--- config.mk ---
export PLATFORM = sky130hd
export DESIGN_NAME = sci_top
export DESIGN_NICKNAME = d
export VERILOG_FILES = /design/src/sci_pkg.sv /design/src/sci_line_sync.sv /design/src/sci_tx.sv /design/src/sci_top.sv
export SDC_FILE = /design/constraint.sdc
export NUM_CORES = 1
export LEC_CHECK = 0
export BUFFER_PORTS_ARGS = -buffer_cell sky130_fd_sc_hd__buf_2
export CAP_MARGIN = 20
export CORE_ASPECT_RATIO = 1.1
export CORE_MARGIN = 1
export CORE_UTILIZATION = 60
export CTS_BUF_LIST = sky130_fd_sc_hd__clkbuf_2
export CTS_CLUSTER_DIAMETER = 100
export DETAILED_ROUTE_END_ITERATION = 16
export PLACE_DENSITY = 0.79
export SKIP_CTS_REPAIR_TIMING = 1
export SLEW_MARGIN = 10
export SYNTH_ARGS = -nofsm -noshare
export SYNTH_HDL_FRONTEND = slang
export SYNTH_SLANG_ARGS = --single-unit
--- constraint.sdc ---
create_clock -name pclk -period 2.9 [get_ports pclk]
set_input_delay 0.58 -clock pclk [delete_from_list [all_inputs] [get_ports pclk]]
set_output_delay 0.58 -clock pclk [all_outputs]
set_load 0.005 [all_outputs]
--- src/sci_pkg.sv ---
// sci_pkg: register map, field positions, reset values, timing and carriers
// assumes: 8-bit register data on a 32-bit apb, one word per register
package sci_pkg;

   // register indices; byte address is four times the index
   localparam logic [5:0] IDX_FMT = 6'h0e;
   localparam logic [5:0] IDX_CTL = 6'h0f;
   localparam logic [5:0] IDX_STAT = 6'h10;
   localparam logic [5:0] IDX_DATA = 6'h11;

   // frame_format_control fields
   localparam int FMT_R8 = 7;
   localparam int FMT_T8 = 6;
   localparam int FMT_M = 4;
   localparam int FMT_WAKE = 3;

   // reset values
   localparam logic [7:0] CTL_RST = 8'h00;
   localparam logic TX_EMPTY_FLAG_RST = 1'b1;
   localparam logic TC_RST = 1'b1;
   localparam logic IDLE_ARM_RST = 1'b1;

   // oversampling: 16 ticks a bit, votes at ticks 8, 9 and 10
   localparam logic [3:0] RT_LAST = 4'hf;
   localparam logic [3:0] RT_S1 = 4'h7;
   localparam logic [3:0] RT_S2 = 4'h8;
   localparam logic [3:0] RT_S3 = 4'h9;

   // frame lengths in bits, start and stop included
   localparam logic [3:0] LEN8 = 4'ha;
   localparam logic [3:0] LEN9 = 4'hb;

   typedef struct packed {
      logic tx_empty_irq_en;
      logic tx_done_irq_en;
      logic rx_full_irq_en;
      logic line_quiet_irq_en;
      logic te;
      logic re;
      logic rx_sleep;
      logic send_break;
   } sci_ctl_t;

   typedef struct packed {
      logic psel;
      logic penable;
      logic pwrite;
      logic [7:0] paddr;
      logic [31:0] pwdata;
   } sci_apb_req_t;

   typedef struct packed {
      logic pready;
      logic pslverr;
      logic [31:0] prdata;
   } sci_apb_rsp_t;

   function automatic logic [3:0] sci_frame_len(input logic nine);
      sci_frame_len = nine ? LEN9 : LEN8;
   endfunction

endpackage

--- src/sci_line_sync.sv ---
// sci_line_sync: three-stage synchroniser with agreement filter
// assumes: d is asynchronous to pclk
`timescale 1ns/1ps
module sci_line_sync (
   // clock and reset
   input wire logic pclk,
   input wire logic presetn,
   // line
   input wire logic d,
   output logic q
);
   logic s1_q;
   logic s2_q;
   logic s3_q;

   always_ff @(posedge pclk or negedge presetn) begin
      if (!presetn) begin
         s1_q <= 1'b1;
         s2_q <= 1'b1;
         s3_q <= 1'b1;
         q <= 1'b1;
      end else begin
         s1_q <= d;
         s2_q <= s1_q;
         s3_q <= s2_q;
         if (s2_q == s3_q) begin
            q <= s3_q;
         end
      end
   end
endmodule // sci_line_sync

--- src/sci_tx.sv ---
// sci_tx: transmit shifter with preamble, break and trailing mark
// assumes: tick is a one-cycle 16x bit-rate enable on pclk
`timescale 1ns/1ps
module sci_tx (
   // clock and reset
   input wire logic pclk,
   input wire logic presetn,
   // control
   input wire logic tick,
   input wire logic en,
   input wire logic nine,
   input wire logic brk,
   // holding register
   input wire logic full,
   input wire logic [8:0] data,
   output logic take,
   output logic done,
   // serial out
   output logic line_o,
   output logic line_oe
);
   import sci_pkg::*;

   logic en_q;
   logic pre_q;
   logic hi_q;
   logic busy_q;
   logic [3:0] div_q;
   logic [3:0] left_q;
   logic [10:0] sh_q;
   logic end_bit;
   logic start;
   logic [3:0] len;

   assign len = sci_frame_len(nine);
   assign end_bit = tick & busy_q & (div_q == RT_LAST) & (left_q == 4'h1);
   // no start in the cycle the enable rises, so the preamble goes first
   assign start = tick & en & en_q & (~busy_q | end_bit);

   always_ff @(posedge pclk or negedge presetn) begin
      if (!presetn) begin
         en_q <= 1'b0;
         pre_q <= 1'b0;
      end else begin
         en_q <= en;
         if (en & ~en_q) begin
            pre_q <= 1'b1;
         end else if (start) begin
            pre_q <= 1'b0;
         end
      end
   end

   always_ff @(posedge pclk or negedge presetn) begin
      if (!presetn) begin
         busy_q <= 1'b0;
         hi_q <= 1'b0;
         div_q <= 4'h0;
         left_q <= 4'h0;
         sh_q <= '1;
         take <= 1'b0;
         done <= 1'b0;
      end else begin
         take <= 1'b0;
         done <= end_bit & (~en | ~(pre_q | brk | hi_q | full));
         if (tick & busy_q) begin
            div_q <= div_q + 4'h1;
            if (div_q == RT_LAST) begin
               sh_q <= {1'b1, sh_q[10:1]};
               left_q <= left_q - 4'h1;
               if (left_q == 4'h1) begin
                  busy_q <= 1'b0;
               end
            end
         end
         if (start) begin
            div_q <= 4'h0;
            if (pre_q) begin
               busy_q <= 1'b1;
               sh_q <= '1;
               left_q <= len;
            end else if (brk) begin
               busy_q <= 1'b1;
               sh_q <= '0;
               left_q <= len;
               hi_q <= 1'b1;
            end else if (hi_q) begin
               busy_q <= 1'b1;
               sh_q <= '1;
               left_q <= 4'h1;
               hi_q <= 1'b0;
            end else if (full) begin
               busy_q <= 1'b1;
               sh_q <= nine ? {1'b1, data, 1'b0} : {2'b11, data[7:0], 1'b0};
               left_q <= len;
               take <= 1'b1;
            end
         end
      end
   end

   always_ff @(posedge pclk or negedge presetn) begin
      if (!presetn) begin
         line_o <= 1'b1;
         line_oe <= 1'b0;
      end else begin
         line_o <= busy_q ? sh_q[0] : 1'b1;
         line_oe <= en | busy_q;
      end
   end
endmodule // sci_tx

--- src/sci_top.sv ---
// sci_top: asynchronous serial transmitter/receiver with apb registers
// assumes: oversample_tick comes from an outside divider on pclk at 16x
// the bit rate; serial_in_line is asynchronous; tx pin is tri-stated
//
// Operation
// - framing error without break keeps receiving, artificial start
// - artificial start forces stop one, qualifies start
// - after break, need a real high first
// - data address reads rx, writes tx holding
// - rx transfer sets full flag, lsb first
// - tx holding moves to shifter after frame
// - format bit selects eight or nine data
// - ninth rx and tx bits, reset keeps them
// - wake method: idle line or address bit
// - sleeping receiver sets no flags, keeps old
// - idle wake clears sleep; no set when idle
// - address wake clears sleep, delivers address byte
// - one interrupt from four enabled sources
// - enable drives line, rising enable sends preamble
// - disable finishes current byte, then tri-state
// - re-enable mid-byte: finish, then new preamble
// - receiver off holds all rx flags clear
// - break sends whole frames of zeros
// - at least one mark after break
// - reset clears control, keeps format bits
// - 16x sampling, three-sample vote, noise flag
// - flag clears by status then data access
`timescale 1ns/1ps
module sci_top (
   // clock and reset
   input wire logic pclk,
   input wire logic presetn,
   // register bus
   input sci_pkg::sci_apb_req_t apb_req,
   output sci_pkg::sci_apb_rsp_t apb_rsp,
   // bit-rate enable
   input wire logic oversample_tick,
   // serial lines
   input wire logic serial_in_line,
   output logic tx_line_o,
   output logic tx_line_oe,
   // interrupt
   output logic sci_irq
);
   import sci_pkg::*;

   typedef enum logic {RX_IDLE, RX_FRAME} sci_rx_st_t;

   sci_apb_rsp_t rsp_q;
   sci_ctl_t ctl_q;
   sci_rx_st_t rx_st_q;
   logic rx_ninth_bit;
   logic tx_ninth_bit;
   logic m_q;
   logic wake_q;
   logic [7:0] tx_holding_reg;
   logic [7:0] rx_holding_reg;
   logic tx_empty_flag;
   logic tx_done_flag;
   logic rx_full_flag;
   logic idle_q;
   logic ovr_q;
   logic noise_flag;
   logic framing_error_flag;
   logic [7:0] arm_q;
   logic idle_arm_q;
   logic line;
   logic [3:0] rt_q;
   logic [3:0] bit_q;
   logic [1:0] smp_q;
   logic [8:0] sh_q;
   logic stop_q;
   logic wnoise_q;
   logic need_high_q;
   logic art_q;
   logic [7:0] ones_q;
   logic tx_take;
   logic tx_done;

   logic setup;
   logic acc;
   logic wr_fmt;
   logic wr_ctl;
   logic wr_data;
   logic rd_data;
   logic acc_stat;
   logic [7:0] stat;
   logic [3:0] len;
   logic [7:0] idle_thr;
   logic line_idle;
   logic idle_hit;
   logic vote;
   logic dis;
   logic fin;
   logic ferr;
   logic brk_rx;
   logic msb;
   logic deliver;
   logic xfer;
   logic ovr_ev;
   logic wake_clr;

   function automatic logic addr_is(input logic [7:0] a, input logic [5:0] idx);
      addr_is = (a[7:2] == idx) && (a[1:0] == 2'b00);
   endfunction

   assign apb_rsp = rsp_q;

   // bus decode
   assign setup = apb_req.psel & ~apb_req.penable;
   assign acc = apb_req.psel & apb_req.penable & rsp_q.pready;
   assign wr_fmt = acc & apb_req.pwrite & addr_is(apb_req.paddr, IDX_FMT);
   assign wr_ctl = acc & apb_req.pwrite & addr_is(apb_req.paddr, IDX_CTL);
   assign wr_data = acc & apb_req.pwrite & addr_is(apb_req.paddr, IDX_DATA);
   assign rd_data = acc & ~apb_req.pwrite & addr_is(apb_req.paddr, IDX_DATA);
   assign acc_stat = acc & addr_is(apb_req.paddr, IDX_STAT);

   assign stat = {tx_empty_flag, tx_done_flag, rx_full_flag, idle_q,
                  ovr_q, noise_flag, framing_error_flag, 1'b0};

   // one wait-free access phase; read data captured at setup
   always_ff @(posedge pclk or negedge presetn) begin
      if (!presetn) begin
         rsp_q <= '0;
      end else begin
         rsp_q.pready <= setup;
         rsp_q.pslverr <= setup & ~(addr_is(apb_req.paddr, IDX_FMT) |
                                    addr_is(apb_req.paddr, IDX_CTL) |
                                    addr_is(apb_req.paddr, IDX_STAT) |
                                    addr_is(apb_req.paddr, IDX_DATA));
         rsp_q.prdata <= '0;
         if (setup & ~apb_req.pwrite) begin
            if (addr_is(apb_req.paddr, IDX_FMT)) begin
               rsp_q.prdata[7:0] <= {rx_ninth_bit, tx_ninth_bit, 1'b0, m_q,
                                     wake_q, 3'b000};
            end else if (addr_is(apb_req.paddr, IDX_CTL)) begin
               rsp_q.prdata[7:0] <= ctl_q;
            end else if (addr_is(apb_req.paddr, IDX_STAT)) begin
               rsp_q.prdata[7:0] <= stat;
            end else if (addr_is(apb_req.paddr, IDX_DATA)) begin
               rsp_q.prdata[7:0] <= rx_holding_reg;
            end
         end
      end
   end

   // format bits survive reset
   always_ff @(posedge pclk) begin
      if (wr_fmt) begin
         tx_ninth_bit <= apb_req.pwdata[FMT_T8];
         m_q <= apb_req.pwdata[FMT_M];
         wake_q <= apb_req.pwdata[FMT_WAKE];
      end
      if (xfer) begin
         rx_ninth_bit <= sh_q[8];
      end
   end

   // control register
   always_ff @(posedge pclk or negedge presetn) begin
      if (!presetn) begin
         ctl_q <= CTL_RST;
      end else begin
         if (wr_ctl) begin
            ctl_q <= apb_req.pwdata[7:0];
            ctl_q.rx_sleep <= apb_req.pwdata[1] & (ctl_q.rx_sleep | ~line_idle);
         end
         if (wake_clr) begin
            ctl_q.rx_sleep <= 1'b0;
         end
      end
   end

   // holding registers
   always_ff @(posedge pclk or negedge presetn) begin
      if (!presetn) begin
         tx_holding_reg <= '0;
         rx_holding_reg <= '0;
      end else begin
         if (wr_data) begin
            tx_holding_reg <= apb_req.pwdata[7:0];
         end
         if (xfer) begin
            rx_holding_reg <= sh_q[7:0];
         end
      end
   end

   // status access arms the flags that are set at that moment
   always_ff @(posedge pclk or negedge presetn) begin
      if (!presetn) begin
         arm_q <= '0;
      end else if (acc_stat) begin
         arm_q <= stat;
      end else if (rd_data) begin
         arm_q[5:1] <= '0;
      end else if (wr_data) begin
         arm_q[7:6] <= '0;
      end
   end

   // transmit flags; a hardware set beats the clear
   always_ff @(posedge pclk or negedge presetn) begin
      if (!presetn) begin
         tx_empty_flag <= TX_EMPTY_FLAG_RST;
         tx_done_flag <= TC_RST;
      end else begin
         if (wr_data & arm_q[7]) begin
            tx_empty_flag <= 1'b0;
         end
         if (wr_data & arm_q[6]) begin
            tx_done_flag <= 1'b0;
         end
         if (tx_take) begin
            tx_empty_flag <= 1'b1;
         end
         if (tx_done) begin
            tx_done_flag <= 1'b1;
         end
      end
   end

   // receive flags
   always_ff @(posedge pclk or negedge presetn) begin
      if (!presetn) begin
         rx_full_flag <= 1'b0;
         idle_q <= 1'b0;
         ovr_q <= 1'b0;
         noise_flag <= 1'b0;
         framing_error_flag <= 1'b0;
      end else if (!ctl_q.re) begin
         rx_full_flag <= 1'b0;
         idle_q <= 1'b0;
         ovr_q <= 1'b0;
         noise_flag <= 1'b0;
         framing_error_flag <= 1'b0;
      end else begin
         if (rd_data) begin
            if (arm_q[5]) rx_full_flag <= 1'b0;
            if (arm_q[4]) idle_q <= 1'b0;
            if (arm_q[3]) ovr_q <= 1'b0;
            if (arm_q[2]) noise_flag <= 1'b0;
            if (arm_q[1]) framing_error_flag <= 1'b0;
         end
         if (xfer) begin
            rx_full_flag <= 1'b1;
            noise_flag <= wnoise_q;
            framing_error_flag <= ferr;
         end
         if (ovr_ev) begin
            ovr_q <= 1'b1;
         end
         if (idle_hit & ~ctl_q.rx_sleep & idle_arm_q) begin
            idle_q <= 1'b1;
         end
      end
   end

   // idle flag rearms only after a new byte
   always_ff @(posedge pclk or negedge presetn) begin
      if (!presetn) begin
         idle_arm_q <= IDLE_ARM_RST;
      end else if (xfer) begin
         idle_arm_q <= 1'b1;
      end else if (idle_hit & ~ctl_q.rx_sleep & ctl_q.re) begin
         idle_arm_q <= 1'b0;
      end
   end

   sci_line_sync u_rx_sync (
      .pclk(pclk),
      .presetn(presetn),
      .d(serial_in_line),
      .q(line)
   );

   // line-idle detection in oversample ticks
   assign len = sci_frame_len(m_q);
   assign idle_thr = {len, 4'h0};
   assign line_idle = (ones_q == idle_thr);
   assign idle_hit = oversample_tick & line & (ones_q == idle_thr - 8'h01);

   always_ff @(posedge pclk or negedge presetn) begin
      if (!presetn) begin
         ones_q <= '0;
      end else if (oversample_tick) begin
         if (!line) begin
            ones_q <= '0;
         end else if (!line_idle) begin
            ones_q <= ones_q + 8'h01;
         end
      end
   end

   // vote at the third sample
   assign vote = (smp_q[0] & smp_q[1]) | (smp_q[0] & line) | (smp_q[1] & line);
   assign dis = ~((smp_q[0] == smp_q[1]) & (smp_q[1] == line));

   assign fin = oversample_tick & (rx_st_q == RX_FRAME) & (rt_q == RT_LAST) &
                (bit_q == len - 4'h1);
   assign ferr = ~stop_q;
   assign brk_rx = ferr & (m_q ? (sh_q == 9'h000) : (sh_q[7:0] == 8'h00));
   assign msb = m_q ? sh_q[8] : sh_q[7];
   assign deliver = fin & ctl_q.re & (~ctl_q.rx_sleep | (wake_q & msb));
   assign xfer = deliver & ~rx_full_flag;
   assign ovr_ev = deliver & rx_full_flag;
   assign wake_clr = ctl_q.re & ctl_q.rx_sleep &
                     ((fin & wake_q & msb) | (idle_hit & ~wake_q));

   // receive engine, timed by the outside 16x enable
   always_ff @(posedge pclk or negedge presetn) begin
      if (!presetn) begin
         rx_st_q <= RX_IDLE;
         rt_q <= '0;
         bit_q <= '0;
         smp_q <= '0;
         sh_q <= '0;
         stop_q <= 1'b1;
         wnoise_q <= 1'b0;
         need_high_q <= 1'b0;
         art_q <= 1'b0;
      end else if (!ctl_q.re) begin
         rx_st_q <= RX_IDLE;
         need_high_q <= 1'b0;
         art_q <= 1'b0;
      end else if (oversample_tick) begin
         unique case (rx_st_q)
            RX_IDLE: begin
               if (line) begin
                  need_high_q <= 1'b0;
               end else if (!need_high_q) begin
                  rx_st_q <= RX_FRAME;
                  rt_q <= 4'h1;
                  bit_q <= '0;
                  wnoise_q <= 1'b0;
                  art_q <= 1'b0;
               end
            end
            RX_FRAME: begin
               rt_q <= rt_q + 4'h1;
               if (rt_q == RT_S1) smp_q[0] <= line;
               if (rt_q == RT_S2) smp_q[1] <= line;
               if (rt_q == RT_S3) begin
                  if (bit_q == 4'h0) begin
                     if (vote & ~art_q) begin
                        rx_st_q <= RX_IDLE;
                     end else begin
                        wnoise_q <= dis & ~art_q;
                     end
                  end else if (bit_q == len - 4'h1) begin
                     stop_q <= vote;
                     wnoise_q <= wnoise_q | dis;
                  end else begin
                     sh_q[bit_q - 4'h1] <= vote;
                     wnoise_q <= wnoise_q | dis;
                  end
               end
               if (rt_q == RT_LAST) begin
                  bit_q <= bit_q + 4'h1;
               end
               if (fin) begin
                  if (ferr & ~brk_rx) begin
                     rx_st_q <= RX_FRAME;
                     stop_q <= 1'b1;
                     rt_q <= '0;
                     bit_q <= '0;
                     wnoise_q <= 1'b0;
                     art_q <= 1'b1;
                  end else begin
                     rx_st_q <= RX_IDLE;
                     need_high_q <= brk_rx;
                     art_q <= 1'b0;
                  end
               end
            end
         endcase
      end
   end

   sci_tx u_tx (
      .pclk(pclk),
      .presetn(presetn),
      .tick(oversample_tick),
      .en(ctl_q.te),
      .nine(m_q),
      .brk(ctl_q.send_break),
      .full(~tx_empty_flag),
      .data({tx_ninth_bit, tx_holding_reg}),
      .take(tx_take),
      .done(tx_done),
      .line_o(tx_line_o),
      .line_oe(tx_line_oe)
   );

   // single serial interrupt
   always_ff @(posedge pclk or negedge presetn) begin
      if (!presetn) begin
         sci_irq <= 1'b0;
      end else begin
         sci_irq <= (ctl_q.tx_empty_irq_en & tx_empty_flag) | (ctl_q.tx_done_irq_en & tx_done_flag) |
                    (ctl_q.rx_full_irq_en & (ovr_q | rx_full_flag)) |
                    (ctl_q.line_quiet_irq_en & idle_q);
      end
   end

endmodule // sci_top

=== Word level (Yosys, flattened, before mapping) ===
Index checks and enable logic that the tools add are counted.

* Register bits: 117
* Word-level logic and storage cells: 345
* Output and inout bits: 37
* Bits of input ports: 47

* Reductions and logical operators: 32
* Mux-type cells: 123
* Bitwise logic cells: 92
* Eq/ne operators: 34
* Magnitude comparators: 2
* Add/sub/neg operators: 8

{| class="wikitable"
|+ Operators by type and width
! operator !! count
|-
| $mux 1 || 77
|-
| $mux 11 || 7
|-
| $mux 4 || 18
|-
| $mux 8 || 7
|-
| $and 1x1->1 || 53
|-
| $ne 3x1->1 const B || 8
|-
| $not 1->1 || 20
|-
| $reduce_and 4->1 || 5
|-
| $or 1x1->1 || 19
|-
| $eq 4x4->1 const B || 4
|-
| $eq 8x8->1 || 2
|-
| $pmux 4 s2 || 2
|-
| $reduce_and 2->1 || 8
|-
| $reduce_bool 2->1 || 8
|-
| $add 4x1->4 const B || 3
|-
| $eq 6x4->1 const B || 2
|-
| $eq 6x5->1 const B || 2
|-
| $sub 4x1->4 const B || 3
|-
| $mux 10 || 1
|-
| $bwmux 9 || 1
|-
| $logic_not 9->1 || 1
|-
| $ne 3x3->1 const B || 3
|-
| $add 8x1->8 const B || 1
|-
| $logic_not 8->1 || 1
|-
| other kinds (20) || 35
|}

=== Logic depth before layout (Yosys ltp) ===
* Depth in word-level cells: 11
* Depth in mapped cells: 8
* Gate-level depth less buffers: 7

=== Hierarchy ===
From an unflattened synthesis, not the netlist that was laid out.

* Cells, all modules: 616
* Area total of the unflattened synthesis: 6281.0 sq um

{| class="wikitable"
|+ Modules (own cells, without submodules)
! module !! sequential area each (sq um) !! cells an instance !! times used !! area an instance (sq um)
|-
| sci_top || 2177.1 || 435 || 1 || 4455.5
|-
| sci_tx || 690.7 || 176 || 1 || 1709.1
|-
| sci_line_sync || 105.1 || 5 || 1 || 116.4
|}

=== Worst setup path before layout ===
Ideal clock, no wire load.

* Kind: flip-flop to flip-flop
* Start: register m_q
* End: register noise_flag
* Data required time: 2775 ps
* Stages on the path, launching flop included: 8
* Buffers on the path: 2
* Setup time: 125 ps
* Clock period less this slack: 2294 ps
* Setup slack: 606 ps
* Data arrival time: 2168 ps
* Path through: edfxtp_1 buf_6 or3b_4 a211oi_4 nand3_4 nor3b_4 buf_8 mux2_4

* Cells in the longest elaborated chain, start to end: 9
* Elaborated cells on any way between the ends: 15
* Classes of those cells: 1 x add/sub; 3 x eq/ne; 4 x mux; 6 x bitwise; 1 x reduce/logical

{| class="wikitable"
|+ RTL lines
! what !! line !! RTL
|-
| start, declared || sci_top.sv:54 || <nowiki>logic m_q;</nowiki>
|-
| start signal, assigned || sci_top.sv:151 || <nowiki>m_q <= apb_req.pwdata[FMT_M];</nowiki>
|-
| $mux 1 || sci_pkg.sv:59 || <nowiki>sci_frame_len = nine ? LEN9 : LEN8;</nowiki>
|-
| $sub 4x1->4 || sci_top.sv:300 || <nowiki>(bit_q == len - 4'h1);</nowiki>
|-
| $eq 4x4->1 || sci_top.sv:300 ||
|-
| $and 1x1->1 || sci_top.sv:299 || <nowiki>assign fin = oversample_tick & (rx_st_q == RX_FRAME) & (rt_q == RT_LAST) &</nowiki>
|-
| $and 1x1->1 || sci_top.sv:304 || <nowiki>assign deliver = fin & ctl_q.re & (~ctl_q.rx_sleep | (wake_q & msb));</nowiki>
|-
| $and 1x1->1 * || sci_top.sv:304 ||
|-
| $and 1x1->1 * || sci_top.sv:305 || <nowiki>assign xfer = deliver & ~rx_full_flag;</nowiki>
|-
| via xfer || sci_top.sv:99 || <nowiki>logic xfer;</nowiki>
|-
| $ne 3x1->1 (no line) / $mux 1 (equally long branches) || n/a ||
|-
| $reduce_and 2->1 (no line) / $mux 1 (equally long branches) || n/a ||
|-
| end signal, assigned || sci_top.sv:247 || <nowiki>noise_flag <= wnoise_q;</nowiki>
|-
| end, declared || sci_top.sv:63 || <nowiki>logic noise_flag;</nowiki>
|}

The timed path passes the listed nets; every way through them passes the cells marked *.
A chain may end at the register's enable or synchronous reset.

=== Worst setup path in the final report ===
* Start: register bit_q[1]
* End: register rx_holding_reg[0]

* Cells in the longest elaborated chain, start to end: 5

{| class="wikitable"
|+ RTL lines
! what !! line !! RTL
|-
| start, declared || sci_top.sv:69 || <nowiki>logic [3:0] bit_q;</nowiki>
|-
| start signal, assigned || sci_top.sv:359 || <nowiki>bit_q <= bit_q + 4'h1;</nowiki>
|-
| $eq 4x4->1 || sci_top.sv:300 ||
|-
| $and 1x1->1 || sci_top.sv:299 ||
|-
| $and 1x1->1 (2 in a row) || sci_top.sv:304 ||
|-
| $and 1x1->1 || sci_top.sv:305 ||
|-
| end signal, assigned || sci_top.sv:184 || <nowiki>rx_holding_reg <= sh_q[7:0];</nowiki>
|-
| end, declared || sci_top.sv:57 || <nowiki>logic [7:0] rx_holding_reg;</nowiki>
|}

Every way passes these cells.

==> impl_metrics.json <==
{
  "max_stage_delay_ns": 0.52,
  "cts_tree": "yes",
  "avgSynthCellArea_sq_um": 10.7,
  "ys_types": 71,
  "routabilityCongestion": 0.884,
  "grt_pass1_vias": 4293,
  "clock_skew_ns": 0.0462,
  "hpwl_um": 8720,
  "finalCriticalPeriod_ns": 2.48,
  "p_leak_nw": 2.92,
  "regToRegStartpoint": "bit_q[1]$_DFFE_PN0P_",
  "cts.sinks": 117,
  "multi_input_area_sq_mm": 0.00270,
  "post_drt_wl_per_cell_um": 16.6,
  "root_buffer": "clkbuf_2",
  "ir_drop_mv": 0.218,
  "start_util_pct": 62.7,
  "ys_seq_area_share_pct": 49.9,
  "wl_met3_um": 656,
  "rsz0062_at_grt": "no",
  "n_fill_cell": 744,
  "synth-main-ff-cell": "dfrtp_1",
  "grt_max_degree": 72,
  "setup_viol": 0,
  "ff_latch_area_sq_mm": 0.00297,
  "core_sq_mm": 0.00949,
  "vias_per_cell": 6.05,
  "cts_buffers": 17,
  "grt.total_usage_pct": 24.9,
  "clk_latency_ns": 0.68,
  "largest_reg_flops": 11,
  "drc": 0,
  "finalWirelength_um": 12200,
  "drive_above_1_share_pct": 23.6,
  "io_pins": 84,
  "largest_register": "u_tx.sh_q",
  "power_w": 0.00258,
  "critPathArrivalTime_ns": 3.02,
  "die-width_um": 97.0,
  "critical_path_required_ns": 3.44,
  "placement_rows": 37,
  "grt_pass1_wl_um": 20300,
  "n_antenna_cell": 0,
  "worst_pin_slew_ns": 0.874,
  "hp-start": "apb_req[6]",
  "cp_max_fo": 13,
  "grt_overflow": 0,
  "antenna_found_initial": 0,
  "rr_worst_depth": 6,
  "synth_cells": 556,
  "ant_nets": 0,
  "htree_levels": 4,
  "synthArstFlopShare_pct": 96.6,
  "final.period_utilization_pct": 85.6,
  "end_kind": "flop",
  "maxUsedRoutingLayer": "met4",
  "final_cell_mix": "93 x dfrtp_1, 51 x nand2_1, 34 x buf_2",
  "cpLargestDelayFamily": "simple AND/OR/NAND/NOR gates",
  "path_cells": "or3b_4 -> a211oi_4 -> nand3_4 -> nor3b_4 -> buf_4 -> mux2_2",
  "wl_met1_um": 4970,
  "first_iter_violations": 208,
  "relSlewSlack_pct": 41.3,
  "drv_slew": 0,
  "fp.dieArea_sq_mm": 0.0103,
  "hold_viol": 0,
  "yosys_warnings": 0,
  "setup-tns-final_ns": 0,
  "finalNonFillerCells": 732,
  "start_kind": "flop",
  "hold_class": "input port to flop",
  "synth-edff-count": 4,
  "holdPathStages": 1,
  "cp.depth": 6,
  "path_clk_slew_ns": 0.19,
  "num_vias": 4426,
  "status": "finished clean",
  "crit_start": "bit_q[1]$_DFFE_PN0P_",
  "maxClockFrequency_ghz": 0.403,
  "area_growth_pct": 7.06,
  "crit_buf_inv": 1,
  "clockBufferDepth": 2,
  "port_buffers": 35,
  "p_per_area_mw_per_mm2": 405,
  "syn-cell-area_sq_mm": 0.00595,
  "cp_slowest_cell": "dfrtp_1",
  "dp.cells": 698,
  "layout_commonest_cell": "dfrtp_1",
  "detail_route.first_pass.iterations": 5,
  "max_cap_violations": 0,
  "die_y_um": 106,
  "ys_seq_elements": 117,
  "met2WireLength_um": 6330,
  "num-nets-final": 665,
  "critPathKind": "flop to flop"
}
cell type report:
type                    count  share of cell area (%)
well taps                 117                    2.30
clock inverters             9                   0.667
repair buffers             51                    4.95
flip-flops and latches    117                    46.6
inverters                  22                    1.30
clock buffers              23                    1.81
multi-input cells         393                    42.4
final timing paths:
check | endpoint | slack [ns]
max | rx_holding_reg[0]$_DFFE_PN0P_ | 0.42
min | tx_ninth_bit$_DFFE_PP_ | 0.12
max reg2reg | rx_holding_reg[0]$_DFFE_PN0P_ | 0.42
min reg2reg | u_rx_sync.s2_q$_DFF_PN1_ | 0.37
max in group asynchronous | u_rx_sync.s1_q$_DFF_PN1_ | 1.64
min in group asynchronous | bit_q[1]$_DFFE_PN0P_ | 0.43
through the flow:
stage	utilization [%]	setup WS, ns	instance area [sq um]	hold slack (ns)
after floorplan	-	0.606	6040	0.284
after global placement	65.3	0.536	6200	0.347
after detailed placement	65.3	0.462	6200	0.349
after CTS	67.0	0.421	6350	-0.147
after global routing	67.2	0.296	6370	0.0614
final	67.2	0.419	6370	0.116
per-layer routing:
metal	global-route usage, %	up-vias
li1	-	2083
met1	30.4	2182
met2	43.2	132
met3	5.85	29
met4	8.96	0
met5	0	-
cells by family after synthesis:
family,Yosys count,synth area share (%)
mux,45,8.70
buf+inv,69,6.18
simple gates,174,15.7
flops,117,49.9
compound gates,123,14.4
xor+xnor,10,1.47
other cells,1,0.0630
fa+ha+maj,17,3.53
Yosys cell counts (all sizes together) (6+ instances only):
| master | number | area [sq um] |
|---|---|---|
| dfrtp | 93 | 2330 |
| nand2 | 51 | 191 |
| mux2 | 36 | 428 |
| o21ai | 31 | 155 |
| buf | 27 | 210 |
| nor2 | 26 | 97.6 |
| inv | 21 | 78.8 |
| clkbuf | 20 | 75.1 |
| dfstp | 20 | 526 |
| nand3 | 19 | 108 |
| a21oi | 18 | 90.1 |
| ha | 16 | 200 |
| a32oi | 14 | 123 |
| nand4 | 11 | 68.8 |
| nand2b | 10 | 62.6 |
| a22o | 9 | 78.8 |
| mux2i | 9 | 90.1 |
| nor3 | 9 | 45.0 |
| o21bai | 9 | 67.6 |
| and3 | 8 | 51.3 |
| a31oi | 7 | 43.8 |
| and2 | 7 | 43.8 |
| o22ai | 7 | 43.8 |
| xnor2 | 6 | 52.6 |
where the power goes:
group / switching (W) / internal [W] / total [W]
clock network: 0.000563 / 0.000226 / 0.000789
logic: 0.0000826 / 0.0000387 / 0.000121
registers: 0.0000175 / 0.00166 / 0.00167
(Power assumes the default switching activity.)
